`src/logic/dtx_pkg.sv`:
```
// Constants, register map and carrier types for the display transmitter control bank.
// Assumes one core clock domain and a byte-wide register access port.
package dtx_pkg;

    localparam int NREG = 11;

    // Register indices into the flip-flop bank
    localparam int IX_REARM = 0;
    localparam int IX_IFMT  = 1;
    localparam int IX_CONN  = 2;
    localparam int IX_DACC  = 3;
    localparam int IX_HPHW  = 4;
    localparam int IX_LCTL  = 5;
    localparam int IX_PLLP  = 6;
    localparam int IX_PLLD  = 7;
    localparam int IX_PLLF  = 8;
    localparam int IX_RES   = 9;
    localparam int IX_PM    = 10;

    localparam logic [7:0] REG_OFF [NREG] = '{
        8'h1E, 8'h1F, 8'h20, 8'h21, 8'h23, 8'h31, 8'h33, 8'h34, 8'h36, 8'h48, 8'h49};
    localparam logic [7:0] REG_RST [NREG] = '{
        8'hC0, 8'h80, 8'h00, 8'h00, 8'h00, 8'h80, 8'hE4, 8'h16, 8'h00, 8'h18, 8'h01};
    // Bits owned by hardware; writes to them are dropped
    localparam logic [7:0] REG_RO  [NREG] = '{
        8'h00, 8'h00, 8'h2E, 8'h00, 8'h00, 8'h00, 8'h00, 8'h00, 8'h00, 8'h00, 8'h00};

    // Field positions
    localparam int B_REARM     = 3;
    localparam int B_HSP       = 3;
    localparam int B_VSP       = 4;
    localparam int B_DES       = 6;
    localparam int B_SENSE     = 0;
    localparam int B_TERM_LO   = 1;
    localparam int B_HOTPLUG_PIN_LEVEL      = 5;
    localparam int B_HOTPLUG_IRQ_ENABLE      = 7;
    localparam int B_BYPASS    = 0;
    localparam int B_GAIN_LO   = 1;
    localparam int B_SYNC_OUTPUT_ENABLE     = 3;
    localparam int B_FMT_MSB   = 5;
    localparam int B_AUTO_SHUTDOWN_DISABLE      = 2;
    localparam int B_INVERT    = 4;
    localparam int B_PSD_LO    = 2;
    localparam int B_DRV_LO    = 5;
    localparam int B_FFD_LO    = 4;
    localparam int B_LPF_LO    = 4;
    localparam int B_DP_RST_N  = 3;
    localparam int B_REG_RST_N = 4;
    localparam int B_FPD       = 0;
    localparam int B_DAC_POWER_DOWN_LO  = 1;
    localparam int B_LINK_A    = 7;
    localparam int B_LINK_B    = 6;

    localparam logic [3:0] FMT_EMBEDDED = 4'h4;
    localparam logic [7:0] RD_UNMAPPED  = 8'h00;

    typedef struct packed {
        logic h;
        logic v;
    } dtx_sync_t;

    typedef struct packed {
        logic       charge_pump;
        logic [1:0] post_div;
        logic [2:0] drive_level;
        logic [3:0] feedback_div;
        logic [1:0] feedforward_div;
        logic [3:0] filter;
    } dtx_pll_cfg_t;

endpackage

```
`src/logic/dtx_control_regs.sv`:
```
// Control and status register bank of the display transmitter, with the
// control outputs that the pixel path, DACs and link transmitter consume.
// Assumes a serial port front end that delivers single-byte register
// writes and reads on the core clock; all pins are synchronous.
`timescale 1ns/1ps

// What this block does
// - Format code from three bits plus MSB
// - Polarity bits set sync active level
// - Embedded sync replaces pins, format four
// - Sense holds DACs steady, no sync
// - Sense release latches termination status
// - Hot-plug pin level readable anytime
// - Low hot-plug pin shuts link drivers
// - Disable bit stops automatic shutdown
// - Hot-plug change pulls shared interrupt low while link runs
// - Bypass sends pixels straight to DACs
// - Sync pins driven only when enabled
// - Control symbols sent during sync
// - Invert bit inverts link outputs
// - Two-bit field selects test pattern
// - Datapath held reset while bit zero
// - Register reset bit zero forces defaults
// - Full power-down stops DACs, link, sync pins, datapath, IRQ
// - Per-DAC power-down bits, zero means on
// - Link runs with both power bits
module dtx_control_regs
    import dtx_pkg::*;
(
    input  wire logic       i_core_clk,
    input  wire logic       i_rst_n,
    input  wire logic       i_reg_wr,
    input  wire logic       i_reg_rd,
    input  wire logic [7:0] i_reg_addr,
    input  wire logic [7:0] i_reg_wdata,
    output logic [7:0]      o_reg_rdata,
    output logic            o_reg_rvalid,
    input  wire dtx_sync_t  i_sync_pins,
    input  wire dtx_sync_t  i_sync_embedded,
    input  wire logic       i_hpd_pin,
    input  wire logic [2:0] i_dac_compare,
    output logic [3:0]      o_input_format,
    output logic            o_embedded_sync,
    output dtx_sync_t       o_sync,
    output dtx_sync_t       o_dac_sync,
    output logic            o_dac_steady,
    output logic            o_dac_bypass,
    output logic [1:0]      o_dac_gain,
    output logic [2:0]      o_dac_power_on,
    output dtx_sync_t       o_sync_pin_out,
    output logic            o_sync_pin_oe,
    output logic            o_irq_pin_out,
    output logic            o_irq_pin_oe,
    output logic            o_link_power_on,
    output logic            o_link_drive_en,
    output logic            o_output_invert,
    output logic [3:0]      o_link_ctrl_symbols,
    output dtx_pll_cfg_t    o_pll_cfg,
    output logic [1:0]      o_pattern_select,
    output logic            o_datapath_rst_n
);

    logic [7:0] regs [NREG];
    logic [NREG-1:0] addr_hit;

    logic       soft_reset_n;
    logic       hp_level;
    logic       hp_irq;
    logic       sense_steady;
    logic [2:0] term_status;
    logic [7:0] hw_bits;
    logic [7:0] rd_val;

    // force defaults while low
    // Self-clearing: the reload puts a one back in this bit
    assign soft_reset_n = regs[IX_RES][B_REG_RST_N];

    // Register bank: one entry per mapped offset
    // One address decode serves both writes and reads
    for (genvar g = 0; g < NREG; g++) begin : g_reg
        assign addr_hit[g] = (i_reg_addr == REG_OFF[g]);
        wire sel = i_reg_wr && addr_hit[g];
        always_ff @(posedge i_core_clk or negedge i_rst_n) begin
            if (!i_rst_n) begin
                regs[g] <= REG_RST[g];
            end else if (!soft_reset_n) begin
                regs[g] <= REG_RST[g];
            end else if (sel) begin
                // Read-only status bits drop what is written
                // reserved bits kept as written
                regs[g] <= i_reg_wdata & ~REG_RO[g];
            end
        end
    end

    // Hardware-owned bits of the connection register
    // Not stored, so a read always sees the live state
    assign hw_bits = {2'b00, hp_level, 1'b0, term_status, 1'b0};

    // Unmapped offsets read as zero
    always_comb begin
        rd_val = RD_UNMAPPED;
        for (int i = 0; i < NREG; i++) begin
            if (addr_hit[i]) begin
                rd_val = (regs[i] & ~REG_RO[i]) | (hw_bits & REG_RO[i]);
            end
        end
    end

    // Decoded control fields
    wire       full_power_down        = regs[IX_PM][B_FPD];
    wire [2:0] dac_power_down      = regs[IX_PM][B_DAC_POWER_DOWN_LO +: 3];
    wire       link_a     = regs[IX_PM][B_LINK_A];
    wire       link_b     = regs[IX_PM][B_LINK_B];
    wire       sense_bit  = regs[IX_CONN][B_SENSE];
    wire       irq_en     = regs[IX_CONN][B_HOTPLUG_IRQ_ENABLE];
    wire       auto_shutdown_disable       = regs[IX_HPHW][B_AUTO_SHUTDOWN_DISABLE];
    wire       sync_output_enable      = regs[IX_DACC][B_SYNC_OUTPUT_ENABLE];
    wire       rearm      = regs[IX_REARM][B_REARM];

    // Plain control fields passed on to the outputs
    wire       bypass_bit    = regs[IX_DACC][B_BYPASS];
    wire [1:0] gain_field    = regs[IX_DACC][B_GAIN_LO +: 2];
    wire [1:0] pattern_field = regs[IX_RES][1:0];
    wire       dp_run        = regs[IX_RES][B_DP_RST_N];
    wire       invert_bit    = regs[IX_PLLP][B_INVERT];
    wire [3:0] ctl_symbols   = regs[IX_LCTL][3:0];

    wire [3:0] fmt_code = {regs[IX_DACC][B_FMT_MSB], regs[IX_IFMT][2:0]};

    // Only that format carries sync codes in the stream
    // embedded sync only for format four
    wire use_emb = regs[IX_IFMT][B_DES] && (fmt_code == FMT_EMBEDDED);

    wire pin_h = i_sync_pins.h ^ ~regs[IX_IFMT][B_HSP];
    wire pin_v = i_sync_pins.v ^ ~regs[IX_IFMT][B_VSP];

    // Both sync sources are active high from here on
    dtx_sync_t next_sync;
    assign next_sync.h = use_emb ? i_sync_embedded.h : pin_h;
    assign next_sync.v = use_emb ? i_sync_embedded.v : pin_v;

    // link alive needs both power bits
    wire link_run = link_a && link_b && !full_power_down;

    // The disable bit lets a host keep the drivers on
    // shutdown on low pin unless disabled
    wire next_link_drive = link_run && (hp_level || auto_shutdown_disable);

    // full power-down overrides each DAC bit
    // otherwise one power-down bit per DAC
    wire [2:0] next_dac_on = full_power_down ? 3'h0 : ~dac_power_down;

    // Pins are released in full power-down as well
    // sync pins only when enabled
    wire next_sync_oe = sync_output_enable && !full_power_down;

    // datapath held in reset during full power-down too
    wire next_dp_run = dp_run && !full_power_down;

    dtx_sync_t next_dac_sync;
    assign next_dac_sync = sense_steady ? '0 : next_sync;

    // PLL fields pass through; the host owns their values
    dtx_pll_cfg_t next_pll;
    assign next_pll.charge_pump     = regs[IX_PLLP][0];
    assign next_pll.post_div        = regs[IX_PLLP][B_PSD_LO +: 2];
    assign next_pll.drive_level     = regs[IX_PLLP][B_DRV_LO +: 3];
    assign next_pll.feedback_div    = regs[IX_PLLD][3:0];
    assign next_pll.feedforward_div = regs[IX_PLLD][B_FFD_LO +: 2];
    assign next_pll.filter          = regs[IX_PLLF][B_LPF_LO +: 4];

    // Gated off while the link is down, so nothing stays pending
    // interrupt only while link is selected
    dtx_hotplug u_hotplug (
        .i_core_clk   (i_core_clk),
        .i_rst_n      (i_rst_n),
        .i_hpd_pin    (i_hpd_pin),
        .i_irq_enable (irq_en && link_run),
        .i_rearm      (rearm),
        .o_level      (hp_level),
        .o_irq        (hp_irq)
    );

    // Status reads zero until the first sense pass
    // termination capture
    dtx_sense u_sense (
        .i_core_clk (i_core_clk),
        .i_rst_n    (i_rst_n),
        .i_sense    (sense_bit),
        .i_compare  (i_dac_compare),
        .o_steady   (sense_steady),
        .o_status   (term_status)
    );

    // Read answer one cycle after the strobe
    // Data holds until the next read
    always_ff @(posedge i_core_clk or negedge i_rst_n) begin
        if (!i_rst_n) begin
            o_reg_rdata  <= 8'h00;
            o_reg_rvalid <= 1'b0;
        end else begin
            o_reg_rvalid <= i_reg_rd;
            if (i_reg_rd) begin
                o_reg_rdata <= rd_val;
            end
        end
    end

    always_ff @(posedge i_core_clk or negedge i_rst_n) begin
        if (!i_rst_n) begin
            o_input_format  <= 4'h0;
            o_embedded_sync <= 1'b0;
            o_sync          <= '0;
        end else begin
            o_input_format  <= fmt_code;
            o_embedded_sync <= use_emb;
            o_sync          <= next_sync;
        end
    end

    // sense state and gated analogue sync
    always_ff @(posedge i_core_clk or negedge i_rst_n) begin
        if (!i_rst_n) begin
            o_dac_sync   <= '0;
            o_dac_steady <= 1'b0;
        end else begin
            o_dac_sync   <= next_dac_sync;
            o_dac_steady <= sense_steady;
        end
    end

    always_ff @(posedge i_core_clk or negedge i_rst_n) begin
        if (!i_rst_n) begin
            o_dac_bypass   <= 1'b0;
            o_dac_gain     <= 2'h0;
            o_dac_power_on <= 3'h0;
        end else begin
            o_dac_bypass   <= bypass_bit;
            o_dac_gain     <= gain_field;
            o_dac_power_on <= next_dac_on;
        end
    end

    always_ff @(posedge i_core_clk or negedge i_rst_n) begin
        if (!i_rst_n) begin
            o_pattern_select <= 2'h0;
            o_datapath_rst_n <= 1'b0;
        end else begin
            o_pattern_select <= pattern_field;
            o_datapath_rst_n <= next_dp_run;
        end
    end

    always_ff @(posedge i_core_clk or negedge i_rst_n) begin
        if (!i_rst_n) begin
            o_sync_pin_out <= '0;
            o_sync_pin_oe  <= 1'b0;
        end else begin
            o_sync_pin_out <= next_sync;
            o_sync_pin_oe  <= next_sync_oe;
        end
    end

    // open drain interrupt, only ever pulls low
    always_ff @(posedge i_core_clk or negedge i_rst_n) begin
        if (!i_rst_n) begin
            o_irq_pin_out <= 1'b0;
            o_irq_pin_oe  <= 1'b0;
        end else begin
            o_irq_pin_out <= 1'b0;
            o_irq_pin_oe  <= hp_irq;
        end
    end

    always_ff @(posedge i_core_clk or negedge i_rst_n) begin
        if (!i_rst_n) begin
            o_link_power_on     <= 1'b0;
            o_link_drive_en     <= 1'b0;
            o_output_invert     <= 1'b0;
            o_link_ctrl_symbols <= 4'h0;
            o_pll_cfg           <= '0;
        end else begin
            o_link_power_on     <= link_run;
            o_link_drive_en     <= next_link_drive;
            o_output_invert     <= invert_bit;
            o_link_ctrl_symbols <= ctl_symbols;
            o_pll_cfg           <= next_pll;
        end
    end

endmodule

```
`src/logic/dtx_hotplug.sv`:
```
// Hot-plug pin level tracking and change interrupt with rearm.
// Assumes the pin is already synchronous to the core clock.
`timescale 1ns/1ps
module dtx_hotplug (
    input  wire logic i_core_clk,
    input  wire logic i_rst_n,
    input  wire logic i_hpd_pin,
    input  wire logic i_irq_enable,
    input  wire logic i_rearm,
    output logic      o_level,
    output logic      o_irq
);
    logic prev;
    logic pending;
    logic change;

    assign change = (i_hpd_pin != prev);

    always_ff @(posedge i_core_clk or negedge i_rst_n) begin
        if (!i_rst_n) begin
            prev    <= 1'b0;
            o_level <= 1'b0;
            pending <= 1'b0;
            o_irq   <= 1'b0;
        end else begin
            prev    <= i_hpd_pin;
            o_level <= i_hpd_pin;
            // change sets, set wins over rearm
            // Dropping the enable also drops a pending event, so none fires late
            pending <= i_irq_enable && (change || (pending && !i_rearm));
            o_irq   <= i_irq_enable && (change || (pending && !i_rearm));
        end
    end
endmodule

```
`src/logic/dtx_sense.sv`:
```
// DAC connection-sense sequencer: steady drive while sensing, capture on release.
// Assumes comparator results are valid and synchronous when sense drops.
`timescale 1ns/1ps
module dtx_sense (
    input  wire logic       i_core_clk,
    input  wire logic       i_rst_n,
    input  wire logic       i_sense,
    input  wire logic [2:0] i_compare,
    output logic            o_steady,
    output logic [2:0]      o_status
);
    logic sense_q;
    logic release_edge;

    assign release_edge = sense_q && !i_sense;

    always_ff @(posedge i_core_clk or negedge i_rst_n) begin
        if (!i_rst_n) begin
            sense_q  <= 1'b0;
            o_steady <= 1'b0;
            o_status <= 3'h0;
        end else begin
            sense_q  <= i_sense;
            o_steady <= i_sense;
            if (release_edge) begin
                o_status <= i_compare;
            end
        end
    end
endmodule

```
`config.mk`:
```
export PLATFORM = sky130hd
export DESIGN_NAME = dtx_control_regs
export DESIGN_NICKNAME = d
export VERILOG_FILES = /design/src/logic/dtx_pkg.sv /design/src/logic/dtx_control_regs.sv /design/src/logic/dtx_hotplug.sv /design/src/logic/dtx_sense.sv
export SDC_FILE = /design/constraint.sdc
export NUM_CORES = 1
export LEC_CHECK = 0
export ABC_AREA = 1
export BUFFER_PORTS_ARGS = -buffer_cell sky130_fd_sc_hd__buf_2
export CAP_MARGIN = 20
export CORE_MARGIN = 2
export CORE_UTILIZATION = 45
export DETAILED_ROUTE_END_ITERATION = 7
export GPL_TIMING_DRIVEN = 1
export HOLD_SLACK_MARGIN = 0.02
export PLACE_DENSITY = 0.63
export SLEW_MARGIN = 20
export SYNTH_ARGS = -nofsm -noshare
export SYNTH_HDL_FRONTEND = slang
export SYNTH_SLANG_ARGS = --single-unit
```
`constraint.sdc`:
```
create_clock -name i_core_clk -period 1.8 [get_ports i_core_clk]
set_input_delay 0.09 -clock i_core_clk [delete_from_list [all_inputs] [get_ports i_core_clk]]
set_output_delay 0.09 -clock i_core_clk [all_outputs]
set_load 0.005 [all_outputs]
```
==> results.cfg <==
[outcome]
status = finished, final reports clean

[yosys]
ys_ff_latch = 143
netlist_area_um2 = 6120
syn_inst = 639
synth_seq_area_share_pct = 58.8
synthArstFlopShare_pct = 100
ys_types = 33
syn_avg_cell_area_um2 = 9.58
synth_fp_nets = 667
ys.flop_type = dfrtp_1
yosys_warnings = 0
synth_edf_count = 0

[finish]
fin_area_um2 = 7580
syn2layout_area_growth_pct = 23.9
fillers = 1188
multi_input_area_um2 = 2140
register_area_um2 = 3600
nets = 786
antenna_cells = 0
drive_gt1_share_pct = 28.9

[grt]
grt_overflow = 0
grt_first_pass_wirelength_um = 25500
antenna_found_initial = 0
grtUsageTotal_pct = 23.8
grt_max_degree = 45
grt_pass1_vias = 4640

[power]
ir_worst_vdd_mv = 0.917
power_density_nw_per_um2 = 1070
total_power_mw = 8.12
leakage_nw = 3.83

[critical_path]
worstRegToRegCells = 3
endpoint_kind = flip-flop
crit_type = reg -> reg
cp.required_ps = 2090
r2r-start = regs[12]
crit_fanout = 20
critPathLaunchType = flip-flop
regToRegEndpoint = regs[70]
cp-startpoint = regs[12]
rrSetupSlack_ps = 260
crit_arrival_ps = 1830
critPathCapture = regs[70]

[drt]
dr.pass1.iters = 4
drcViolationCount = 0
wirelength_um = 16100
routed_via_density = 5.00
ant_nets = 0
vias = 4734
wl_per_cell_um = 16.9
drt_iter0_markers = 391

[cts]
clockRootBuffer = clkbuf_16
cts_max_level = 4
cts_buffers = 17
post_cts_buffers = 0
cts.sinks = 143
clockBufferDepth = 2
clock_latency_ps = 430
path_clk_slew_ps = 50
cts_tree = built

[flow_run]
cap_violations = 0

[placed_design]
detailedPlace.worstSlack_ps = -45.2
portBuffers = 82
dpl-instance-area_um2 = 6790
dp_hpwl_um = 11400
place_congestion = 0.844

[floorplan]
start_util_pct = 46.2
dieHeight_um = 121
die-area_um2 = 14500
die_w_um = 121
placementRows = 42
core_area_um2 = 13200
ioPinCount = 84

[timing]
worst_hold_slack_ps = 57.7
timing.fmax_mhz = 649
hold_violations = 0
setup_violations = 0
post-route-period-util_pct = 85.7
slew_violations = 0
setup_ws_ps = 258
period_needed_ps = 1540
finClkSkew_ps = 7.07
rsz0062_at_grt = no

[min_path]
hold_depth = 5
min-delay-path-class = in -> reg
-- power by group --
part / internal [mW] / switching, mW / total [mW]
Combinational: 0.275 / 0.375 / 0.650
Sequential: 3.52 / 0.173 / 3.69
Clock: 2.46 / 1.32 / 3.78
-- final cells by class --
cell class,instances,share of cell area (%)
Clock inverter,10,2.10
Multi-Input combinational cell,417,28.2
Inverter,60,2.97
Timing Repair Buffer,119,9.98
Sequential cell,143,47.5
Clock buffer,22,6.39
Tap cell,176,2.90
-- critical path: stages (launching register included) --
cell	delay, ps
dfstp_4	770
inv_2	170
a31oi_2	340
o21ai_0	130
-- through the flow --
step,utilization [%],std cells,TNS (ps)
after floorplan,-,639,0
after global placement,51.2,900,-39.8
after detailed placement,51.2,900,-45.2
after CTS,57.2,947,0
after global routing,57.3,947,0
final,57.3,947,0
-- sequential cells by signal (all words and copies together), names as in the netlist, 2 cells and up --
name	flops
o_link_ctrl_symbols	4
o_dac_power_on	3
o_pattern_select	2
o_dac_sync	2
o_reg_rdata	8
o_sync	2
fmt_code	4
dac_power_down	3
o_pll_cfg	16
gain_field	2
regs	44
next_pll	16
ctl_symbols	4
u_sense.o_status	3
o_input_format	4
pattern_field	2
o_dac_gain	2
-- Yosys cell counts (all sizes together) (2+ instances only) --
cell	number	area share, %
nor2	45	3.7
or2	5	0.51
inv	60	3.7
buf	19	2.6
nor3	4	0.78
mux2	3	0.55
o21ai	97	9.9
dfrtp	129	53
dfstp	14	6.0
nand2	185	12
xor2	2	0.29
nand4	12	1.3
nand3	50	4.8
a21oi	10	0.82
-- cell families after synthesis --
group	count (synthesis)	share of synthesized area (%)
mux	3	0.552
compound gates	108	10.9
xor+xnor	3	0.429
other cells	1	0.0613
buf+inv	79	6.32
flops	143	58.8
simple gates	302	23.0
-- repair_timing --
action                                  CTS  global route
gates resized for setup                   0             1
endpoints found under the setup margin    0             1
hold endpoints to repair                150             0
hold buffers                             15             0
-- cell usage in the layout, fill, tap and decap left out, types with 10 or more instances in the layout --
cell             n
inv_2           11
buf_2           81
o21ai_0         49
buf_4           20
nand3_1         46
o21ai_1         16
inv_1           49
dlygate4sd3_1   15
nand4_1         11
o21ai_2         32
a21oi_1         10
nor2_1          35
dfstp_2         13
dfrtp_1        129
nand2_1        178
clkbuf_16       17
-- how the worst min path moves through the flow --
stage | from | end
finish | i_sync_pins[0] | o_sync[0]
global route | i_sync_pins[0] | o_sync[0]
CTS | i_sync_pins[0] | o_sync[0]
detailed placement | i_rst_n | o_input_format[0]
global placement | i_rst_n | o_sync[0]
floorplan | i_rst_n | auto_shutdown_disable
-- per-layer routing --
metal / track usage (%) / vias up / part of all wire (%)
li1: - / 2306 / -
met1: 32.6 / 2243 / 45
met2: 36.8 / 161 / 47
met3: 5.99 / 24 / 5.7
met4: 8.43 / 0 / 1.8
met5: 0 / - / 0
Power figures use the tool's default switching activity.
